**src/verilog/acc_defines.svh**
```systemverilog
// register offsets, field positions, reset values and timing counts for the comparator control
`ifndef ACC_DEFINES_SVH
`define ACC_DEFINES_SVH
// register indices; each register owns the aligned word at four times its index
`define ACC_CTRL1_INDEX 10'h059
`define ACC_CTRL2_INDEX 10'h05a
`define ACC_PAD_INDEX 10'h05b
// register byte offsets
`define ACC_CTRL1_OFFSET {`ACC_CTRL1_INDEX, 2'h0}
`define ACC_CTRL2_OFFSET {`ACC_CTRL2_INDEX, 2'h0}
`define ACC_PAD_OFFSET {`ACC_PAD_INDEX, 2'h0}
`define ACC_ADDR_WIDTH 12
// control one fields
`define ACC_C1_PENDING 0
`define ACC_C1_IRQ_EN 1
`define ACC_C1_EDGE 2
`define ACC_C1_POWER 3
`define ACC_C1_REF_LO 4
`define ACC_C1_REF_HI 5
`define ACC_C1_REF_TERM 6
`define ACC_C1_EXCHANGE 7
// control two fields
`define ACC_C2_RESULT 0
`define ACC_C2_FILTER 1
`define ACC_C2_SWITCH0 2
`define ACC_C2_SWITCH1 3
`define ACC_C2_SHORT 4
// reset values
`define ACC_CTRL1_RESET 8'h00
`define ACC_CTRL2_RESET 8'h00
`define ACC_PAD_RESET 8'h00
// filter settling time in ns and cycles at 8 ns
`define ACC_FILTER_NS 32
`define ACC_CLOCK_NS 8
`define ACC_FILTER_CYCLES ((`ACC_FILTER_NS + `ACC_CLOCK_NS - 1) / `ACC_CLOCK_NS)
`endif

```
**src/verilog/acc_pkg.sv**
```systemverilog
// types shared by the comparator control block
package acc_pkg;
    // reference generator level choices
    typedef enum logic [1:0]
    {
        ACC_REF_OFF = 2'h0,
        ACC_REF_QUARTER = 2'h1,
        ACC_REF_HALF = 2'h2,
        ACC_REF_DIODE = 2'h3
    } acc_ref_type;
endpackage : acc_pkg

```
**src/verilog/acc_control.sv**
```systemverilog
// apb register file and digital control around the analog comparator
`timescale 1ns/100ps
`include "acc_defines.svh"

// Notes on behaviour
// buffer-off bit one disables pin buffer
// bit n controls port pin n
// result high when plus exceeds minus
// powered off forces result low
// exchange swaps inputs and inverts result
// each terminal switch controlled independently
// short bit connects both terminals
// filter bit selects filtered result
// level field drives reference generator
// terminal select routes reference voltage
// disable kills input and output buffer
// switched comparator pins always buffer-off
// pending set on selected result edge
// request needs module and global enable
// pending clears on service or write
// one flag and one request line
// result feeds timer capture input
// edge select zero rising one falling
// result status bit is read only
// synchronise result before edge detect
// everything resets to zero
module acc_control
    import acc_pkg::*;
#(
    parameter int PORT_WIDTH = 8,
    parameter int FILTER_CYCLES = `ACC_FILTER_CYCLES
)
(
    // clock and reset
    input wire logic CLOCK_IN,
    input wire logic ARST_N_IN,
    // apb slave
    input wire logic PSEL_IN,
    input wire logic PENABLE_IN,
    input wire logic PWRITE_IN,
    input wire logic [`ACC_ADDR_WIDTH-1:0] PADDR_IN,
    input wire logic [31:0] PWDATA_IN,
    input wire logic [3:0] PSTRB_IN,
    output logic [31:0] PRDATA_OUT,
    output logic PREADY_OUT,
    output logic PSLVERR_OUT,
    // analog front end
    input wire logic RAW_COMPARE_IN,
    output logic COMPARATOR_POWER_ON_OUT,
    output logic INPUT_EXCHANGE_OUT,
    output logic INPUT_SHORT_OUT,
    output logic [1:0] INPUT_SWITCH_SELECT_OUT,
    output logic [1:0] REFERENCE_LEVEL_SELECT_OUT,
    output logic REFERENCE_TO_MINUS_OUT,
    // port pins and timer
    output logic [PORT_WIDTH-1:0] PIN_BUFFER_OFF_OUT,
    output logic COMPARATOR_RESULT_OUT,
    // processor interrupt side
    input wire logic GLOBAL_IRQ_ENABLE_IN,
    input wire logic IRQ_SERVICED_IN,
    output logic IRQ_REQUEST_OUT
);

    // pin positions of the two comparator terminals on the port
    // moving a terminal to another pin only means changing its number here
    localparam int SWITCH0_PIN = 0;
    localparam int SWITCH1_PIN = 1;

    // elaboration check: register and switch pins must fit an 8-bit port
    // a wider port would need a second byte lane in the buffer disable word
    if (PORT_WIDTH < 2 || PORT_WIDTH > 8 || FILTER_CYCLES < 1 || FILTER_CYCLES > 255)
    begin : g_bad_param
        $error("acc_control: unsupported parameter value");
    end

    // control state
    logic exchange_ff;  // swap terminals, invert result
    logic ref_term_ff;  // reference terminal choice
    acc_ref_type ref_level_ff;  // reference generator level
    logic power_ff;  // comparator powered
    logic edge_ff;  // 0 rising, 1 falling
    logic irq_en_ff;  // module interrupt enable
    logic pending_ff;  // interrupt pending flag
    logic filter_ff;  // filter enable
    logic [1:0] switch_ff;  // terminal switches
    logic short_ff;  // input short switch
    logic [PORT_WIDTH-1:0] pad_off_ff;  // per-pin buffer disable

    // result path
    logic sync1_ff;  // first synchroniser stage
    logic sync2_ff;  // second synchroniser stage
    logic [7:0] filt_cnt_ff;  // filter stability counter
    logic filt_ff;  // filtered raw value
    logic result_ff;  // presented result
    logic result_prev_ff;  // result one cycle ago
    logic nxt_result;  // next presented result

    // bus decode; every hit is a combinational compare of the held address
    logic wr_en;  // write takes effect this cycle
    logic hit_c1;  // control one word addressed
    logic hit_c2;  // control two word addressed
    logic hit_pad;  // buffer disable word addressed
    // pending flag side channels
    logic wr_pending_clear;  // software writes zero to the flag
    logic edge_seen;  // qualifying result edge this cycle
    // read side byte views
    logic [7:0] rd_byte;  // selected register byte
    logic [7:0] c1_byte;  // control one as read
    logic [7:0] c2_byte;  // control two as read

    // address compare used by both read and write decode
    function automatic logic addr_is(input logic [`ACC_ADDR_WIDTH-1:0] a,
                                     input logic [`ACC_ADDR_WIDTH-1:0] off);
        addr_is = (a == off);
    endfunction : addr_is

    // zero wait state slave; the lowest byte lane carries every register
    assign PREADY_OUT = 1'b1;
    assign wr_en = PSEL_IN & PENABLE_IN & PWRITE_IN & PSTRB_IN[0];
    assign hit_c1 = addr_is(PADDR_IN, `ACC_CTRL1_OFFSET);
    assign hit_c2 = addr_is(PADDR_IN, `ACC_CTRL2_OFFSET);
    assign hit_pad = addr_is(PADDR_IN, `ACC_PAD_OFFSET);
    // unmapped addresses answer with an error, never change state
    assign PSLVERR_OUT = PSEL_IN & PENABLE_IN & ~(hit_c1 | hit_c2 | hit_pad);

    // control register one fields
    always_ff @(posedge CLOCK_IN or negedge ARST_N_IN)
    begin
        if (!ARST_N_IN)
        begin
            exchange_ff <= 1'b0;
            ref_term_ff <= 1'b0;
            ref_level_ff <= ACC_REF_OFF;
            power_ff <= 1'b0;
            edge_ff <= 1'b0;
            irq_en_ff <= 1'b0;
        end
        else if (wr_en && hit_c1)
        begin
            exchange_ff <= PWDATA_IN[`ACC_C1_EXCHANGE];
            ref_term_ff <= PWDATA_IN[`ACC_C1_REF_TERM];
            ref_level_ff <= acc_ref_type'(PWDATA_IN[`ACC_C1_REF_HI:`ACC_C1_REF_LO]);
            power_ff <= PWDATA_IN[`ACC_C1_POWER];
            edge_ff <= PWDATA_IN[`ACC_C1_EDGE];
            irq_en_ff <= PWDATA_IN[`ACC_C1_IRQ_EN];
        end
    end

    // control register two; the result bit is not stored so writes to it vanish
    always_ff @(posedge CLOCK_IN or negedge ARST_N_IN)
    begin
        if (!ARST_N_IN)
        begin
            filter_ff <= 1'b0;
            switch_ff <= 2'h0;
            short_ff <= 1'b0;
        end
        else if (wr_en && hit_c2)
        begin
            filter_ff <= PWDATA_IN[`ACC_C2_FILTER];
            switch_ff <= PWDATA_IN[`ACC_C2_SWITCH1:`ACC_C2_SWITCH0];
            short_ff <= PWDATA_IN[`ACC_C2_SHORT];
        end
    end

    // port buffer disable register
    always_ff @(posedge CLOCK_IN or negedge ARST_N_IN)
    begin
        if (!ARST_N_IN)
        begin
            pad_off_ff <= PORT_WIDTH'(`ACC_PAD_RESET);
        end
        else if (wr_en && hit_pad)
        begin
            pad_off_ff <= PWDATA_IN[PORT_WIDTH-1:0];
        end
    end

    // two-flop synchroniser; the analog output is fully asynchronous
    // only the second stage feeds logic, so a metastable first stage stays contained
    always_ff @(posedge CLOCK_IN or negedge ARST_N_IN)
    begin
        if (!ARST_N_IN)
        begin
            sync1_ff <= 1'b0;
            sync2_ff <= 1'b0;
        end
        else
        begin
            sync1_ff <= RAW_COMPARE_IN;
            sync2_ff <= sync1_ff;
        end
    end

    // digital stand-in for the rc filter: follow only after a stable run,
    // which hides chatter near the threshold at the cost of some delay
    // any disagreement that breaks off early restarts the count from zero
    always_ff @(posedge CLOCK_IN or negedge ARST_N_IN)
    begin
        if (!ARST_N_IN)
        begin
            filt_cnt_ff <= 8'h00;
            filt_ff <= 1'b0;
        end
        else if (sync2_ff == filt_ff)
        begin
            filt_cnt_ff <= 8'h00;
        end
        else if (filt_cnt_ff >= 8'(FILTER_CYCLES - 1))
        begin
            filt_cnt_ff <= 8'h00;
            filt_ff <= sync2_ff;
        end
        else
        begin
            filt_cnt_ff <= filt_cnt_ff + 8'h01;
        end
    end

    // presented result: filter choice, exchange inversion, power gating
    always_comb
    begin
        nxt_result = filter_ff ? filt_ff : sync2_ff;
        nxt_result = nxt_result ^ exchange_ff;
        nxt_result = nxt_result & power_ff;
    end

    // result register; raw input is high when plus exceeds minus
    // both copies reset low together, so leaving reset makes no false edge
    always_ff @(posedge CLOCK_IN or negedge ARST_N_IN)
    begin
        if (!ARST_N_IN)
        begin
            result_ff <= 1'b0;
            result_prev_ff <= 1'b0;
        end
        else
        begin
            result_ff <= nxt_result;
            result_prev_ff <= result_ff;
        end
    end

    // edge select picks rising or falling transition of the result
    assign edge_seen = edge_ff ? (result_prev_ff & ~result_ff)
                               : (~result_prev_ff & result_ff);

    // writing zero to the flag bit is the software clear; writing one sets it
    assign wr_pending_clear = wr_en & hit_c1 & ~PWDATA_IN[`ACC_C1_PENDING];

    // single pending flag; a new edge wins over a clear in the same cycle
    // a service pulse and a software write of zero clear it alike
    always_ff @(posedge CLOCK_IN or negedge ARST_N_IN)
    begin
        if (!ARST_N_IN)
        begin
            pending_ff <= 1'b0;
        end
        else if (edge_seen)
        begin
            pending_ff <= 1'b1;
        end
        else if (wr_en && hit_c1 && PWDATA_IN[`ACC_C1_PENDING])
        begin
            pending_ff <= 1'b1;  // software may raise it to test the handler
        end
        else if (IRQ_SERVICED_IN || wr_pending_clear)
        begin
            pending_ff <= 1'b0;
        end
    end

    // one request line for every comparator event
    // the processor's global enable is anded in here, and the request itself is never latched here
    assign IRQ_REQUEST_OUT = pending_ff & irq_en_ff & GLOBAL_IRQ_ENABLE_IN;

    // analog controls go straight out of their registers, except the reference side, which is xored with exchange
    assign COMPARATOR_POWER_ON_OUT = power_ff;
    assign INPUT_EXCHANGE_OUT = exchange_ff;
    assign INPUT_SHORT_OUT = short_ff;
    assign INPUT_SWITCH_SELECT_OUT = switch_ff;
    assign REFERENCE_LEVEL_SELECT_OUT = ref_level_ff;
    // the analog mux swaps terminals, so exchange flips the reference side
    assign REFERENCE_TO_MINUS_OUT = ref_term_ff ^ exchange_ff;
    assign COMPARATOR_RESULT_OUT = result_ff;

    // per-pin buffer disable, forced for pins routed to the comparator
    genvar gi;
    generate
        for (gi = 0; gi < PORT_WIDTH; gi++)
        begin : g_pin
            if (gi == SWITCH0_PIN)
            begin : g_sw0
                assign PIN_BUFFER_OFF_OUT[gi] = pad_off_ff[gi] | switch_ff[0];
            end
            else if (gi == SWITCH1_PIN)
            begin : g_sw1
                assign PIN_BUFFER_OFF_OUT[gi] = pad_off_ff[gi] | switch_ff[1];
            end
            else
            begin : g_plain
                assign PIN_BUFFER_OFF_OUT[gi] = pad_off_ff[gi];
            end
        end
    endgenerate

    // read data views
    assign c1_byte = {exchange_ff, ref_term_ff, ref_level_ff, power_ff, edge_ff,
                      irq_en_ff, pending_ff};
    assign c2_byte = {3'h0, short_ff, switch_ff, filter_ff, result_ff};

    // read mux
    always_comb
    begin
        // default covers unmapped addresses, which read as zero
        rd_byte = 8'h00;
        if (hit_c1)
        begin
            rd_byte = c1_byte;
        end
        else if (hit_c2)
        begin
            rd_byte = c2_byte;
        end
        else if (hit_pad)
        begin
            rd_byte = 8'(pad_off_ff);
        end
    end

    // read data registered during setup so it is steady through access
    // a write transfer leaves the last read data in place
    always_ff @(posedge CLOCK_IN or negedge ARST_N_IN)
    begin
        if (!ARST_N_IN)
        begin
            PRDATA_OUT <= 32'h0000_0000;
        end
        else if (PSEL_IN && !PENABLE_IN && !PWRITE_IN)
        begin
            PRDATA_OUT <= {24'h00_0000, rd_byte};
        end
    end

endmodule : acc_control

```
**config.mk**
```make
export PLATFORM = sky130hd
export DESIGN_NAME = acc_control
export DESIGN_NICKNAME = d
export VERILOG_FILES = /design/src/verilog/acc_pkg.sv /design/src/verilog/acc_control.sv
export VERILOG_INCLUDE_DIRS = /design/src /design/src/verilog
export SDC_FILE = /design/constraint.sdc
export NUM_CORES = 1
export LEC_CHECK = 0
export CAP_MARGIN = 10
export CORE_MARGIN = 2
export CORE_UTILIZATION = 27
export CTS_CLUSTER_SIZE = 8
export DETAILED_ROUTE_END_ITERATION = 10
export DONT_BUFFER_PORTS = 1
export PLACE_DENSITY = 0.42
export RECOVER_POWER = 100
export SETUP_SLACK_MARGIN = 0.4
export SKIP_LAST_GASP = 1
export SYNTH_ARGS = -nofsm -noshare
export SYNTH_HDL_FRONTEND = slang
export SYNTH_SLANG_ARGS = --single-unit
```
**constraint.sdc**
```tcl
create_clock -name CLOCK_IN -period 1.5 [get_ports CLOCK_IN]
set_input_delay 0.3 -clock CLOCK_IN [delete_from_list [all_inputs] [get_ports CLOCK_IN]]
set_output_delay 0.3 -clock CLOCK_IN [all_outputs]
set_load 0.02 [all_outputs]
```
==> run metrics <==
Reg area 1030 um2; Horiz. Die Dim 90.6 um; synthesized area per cell 12.7 um2; asr flop ratio synth 100%; I/O Pins 108; synthesized flop and latch total 41; dominant synthesized flop cell dfrtp_1; Area growth syn-to-layout 15.4%; slew margin rel. 64.9%; clock buffer depth 2; initial core utilization 27.9%; fin crit period 1.56 ns; Die H 90.6 um; Seq pwr share 57.8%; Iter 0 DRT Violations 53; register area share after synthesis 50.6%; critical path cell sequence or4_4 > nor4_4 > mux2_2; Worst Setup Start Kind flop; Antenna Cells 0; root cell of the clock tree clkbuf_8; Switching Fraction 24.2%; Fillers 745; Yosys Warn Count 0; CP Max Fanout 2; clock skew 0.00688 ns; # rows 31; GRT Util Overall 12.1%; multi-input logic area 953 um2; Comb power frac 6.1%; Die ar. 8220 um2; Net count, final 239; Final Hold Viols 41; Sw Pwr 0.471 mW; failing checks negative hold slack, negative setup slack; Int Pwr 1.47 mW; Sink Count 41; CTS tree yes; Max-Cap Viols 0; Final Total Pwr 1.94 mW; vias post-DR 1261; worst hold slack -0.306 ns; Leakage Power 1.14 nW; Finished Layout Cells 282; WP buf/inv 0; detailed placement HPWL 3280 um; Met3 Wirelength 478 um; clk_lat worst skew 0.29 ns; CTS H-tree lvls 2; Congestion Overflow GR 0; Slew @ Worst Pin 0.520 ns; vias in the first global route 1411; Worst Path Arrival 1.74 ns; max-slew violations 0; Distinct cells, synth 39; clock transition at the registers of the reported paths 0.08 ns; Inst Count DP 265; 1st-pass router iterations 4; delay-heaviest family, CP simple AND/OR/NAND/NOR gates; clock share of power 36.0%; core area 7250 um2; initial antenna violation count 0; final worst-path setup slack -0.0596 ns; RSZ-0062 raised after global routing true; first-pass GRT wire length 7620 um; post-synthesis cell area 2030 um2; met1 WL 1850 um; crit end category flop; status finished, violations left; largest vdd supply drop 448 uV; Hold WC Path Type input pin to async pin; CP max stage cell or4_4; pwr dens 831 nW/um2; period utilisation layout 104%; Post-Syn Instances 160; WP data required 1.68 ns; vias per cell 4.47; detailed-route DRC error count 0; DR top layer met4; metal2 WL 2260 um; Max Freq 641 MHz; Setup CP Type flop to flop; CP max stage delay 0.54 ns; DRT Wirelength 4710 um; ratio of cells with drive above 1 in the final layout 33.9%; Final GP Congestion 0.766; Final ANT Viol Nets 0; Avg WL per Cell 16.7 um; largest net degree at the start of global routing 42; final setup violation count 7; clock buffer count from CTS 5; Port-buffer cells 0; Post-synth EDFFs 0
routing by layer:
layer  vias to the layer above  global-route usage [%]
li1                        558                       -
met1                       625                    13.5
met2                        65                    19.7
met3                        13                    5.26
met4                         0                    5.90
met5                         -                       0
cell type report:
type,count,share of cell area (%)
Multi-Input combinational cell,115,40.7
Clock inverter,3,0.749
Clock buffer,5,2.94
Inverter,1,0.160
Sequential cell,41,44.0
Timing Repair Buffer,18,6.15
Tap cell,99,5.29
per-stage QoR:
| stage | cell area, um2 | setup TNS, ns | setup WS, ns | util [%] |
|---|---|---|---|---|
| after floorplan | 2220 | -0.939 | -0.0908 | - |
| after global placement | 2150 | -3.67 | -0.242 | 29.7 |
| after detailed placement | 2150 | -3.72 | -0.256 | 29.7 |
| after CTS | 2400 | -0.0771 | -0.0566 | 33.1 |
| after global routing | 2340 | -0.968 | -0.103 | 32.3 |
| final | 2340 | -0.217 | -0.0596 | 32.3 |
power groups by stage:
stage                     combinational, mW  sequential, mW  clock [mW]
after floorplan                       0.155            1.14           0
after global placement                0.107            1.14           0
after detailed placement              0.107            1.15           0
after CTS                             0.118            1.13       0.731
after global routing                  0.127            1.13       0.780
final                                 0.119            1.12       0.701
layout by cell type (no fill, tap or decap), types with 2 or more instances in the layout:
cell       instances
a21o_1             3
a221o_1            4
a22o_1             3
and3_4             2
buf_4             10
buf_6              5
clkbuf_1           2
clkbuf_8           5
clkinv_2           2
conb_1            31
dfrtp_1           39
dfrtp_2            2
mux2_2            19
mux2i_1            6
nand2_1            2
nand4_1            4
nand4bb_1          2
nor2_1             7
nor3b_1            3
nor4_4             2
o211ai_1           2
synthesized netlist by cell type (all sizes together) (2+ instances only):
cell type | instances | area [um2]
xor2 | 2 | 17.5
dfrtp | 41 | 1030
or2 | 2 | 12.5
and3 | 3 | 18.8
nor2 | 8 | 37.5
a221o | 4 | 40.0
nor4b | 3 | 32.5
nand2 | 3 | 11.3
conb | 2 | 7.51
nor3b | 3 | 22.5
a22o | 3 | 26.3
mux2 | 20 | 225
o211ai | 2 | 15.0
nand4bb | 2 | 22.5
mux2i | 6 | 60.1
nor4 | 2 | 18.8
nand4 | 4 | 46.3
buf | 33 | 245
a21o | 3 | 22.5
state kept, by name (all words and copies together) (netlist names):
| register | cells |
|---|---|
| REFERENCE_LEVEL_SELECT_OUT | 2 |
| INPUT_SWITCH_SELECT_OUT | 2 |
| INPUT_SHORT_OUT | 1 |
| sync1_ff | 1 |
| sync2_ff | 1 |
| filt_cnt_ff | 8 |
| pad_off_ff | 8 |
| PRDATA_OUT | 8 |
| filter_ff | 1 |
| COMPARATOR_RESULT_OUT | 1 |
| irq_en_ff | 1 |
| COMPARATOR_POWER_ON_OUT | 1 |
| filt_ff | 1 |
| pending_ff | 1 |
| ref_term_ff | 1 |
| INPUT_EXCHANGE_OUT | 1 |
| edge_ff | 1 |
| result_prev_ff | 1 |
worst paths after layout:
path / startpoint / cells past startpoint / end / slack, ns
min in group CLOCK_IN: RAW_COMPARE_IN / 0 / sync1_ff / 0.03
worst max-delay path: filt_cnt_ff[6] / 3 / filt_ff / -0.06
max in group asynchronous: ARST_N_IN / 0 / INPUT_EXCHANGE_OUT / 1.71
worst max register to register: filt_cnt_ff[6] / 3 / filt_ff / -0.06
worst min register to register: sync1_ff / 0 / sync2_ff / 0.36
worst min-delay path: ARST_N_IN / 0 / PRDATA_OUT[3] / -0.31
cell families (layout without fill, tap and decap cells):
group,Yosys count,count (layout),synth area share [%]
flops,41,41,50.6
simple gates,39,40,14.9
buf+inv,34,27,12.3
mux,26,26,14.1
compound gates,14,14,5.86
xor+xnor,3,3,1.30
other cells,2,31,0.371
fa+ha+maj,1,1,0.617
worst reg2reg max path, delay by kind of cell (launching register included):
family	cells	cell delay (ns)
flip-flops	1	0.37
multiplexers	1	0.36
AND/OR/NAND/NOR	2	0.72
what timing repair did:
item	in CTS	in global routing
gates resized for setup	19	15
endpoints found under the setup margin	41	47
gates cloned	1	0
buffers inserted	8	0
endpoints found under the hold margin	41	41
pin swaps	8	4
(Power assumes the default switching activity.)
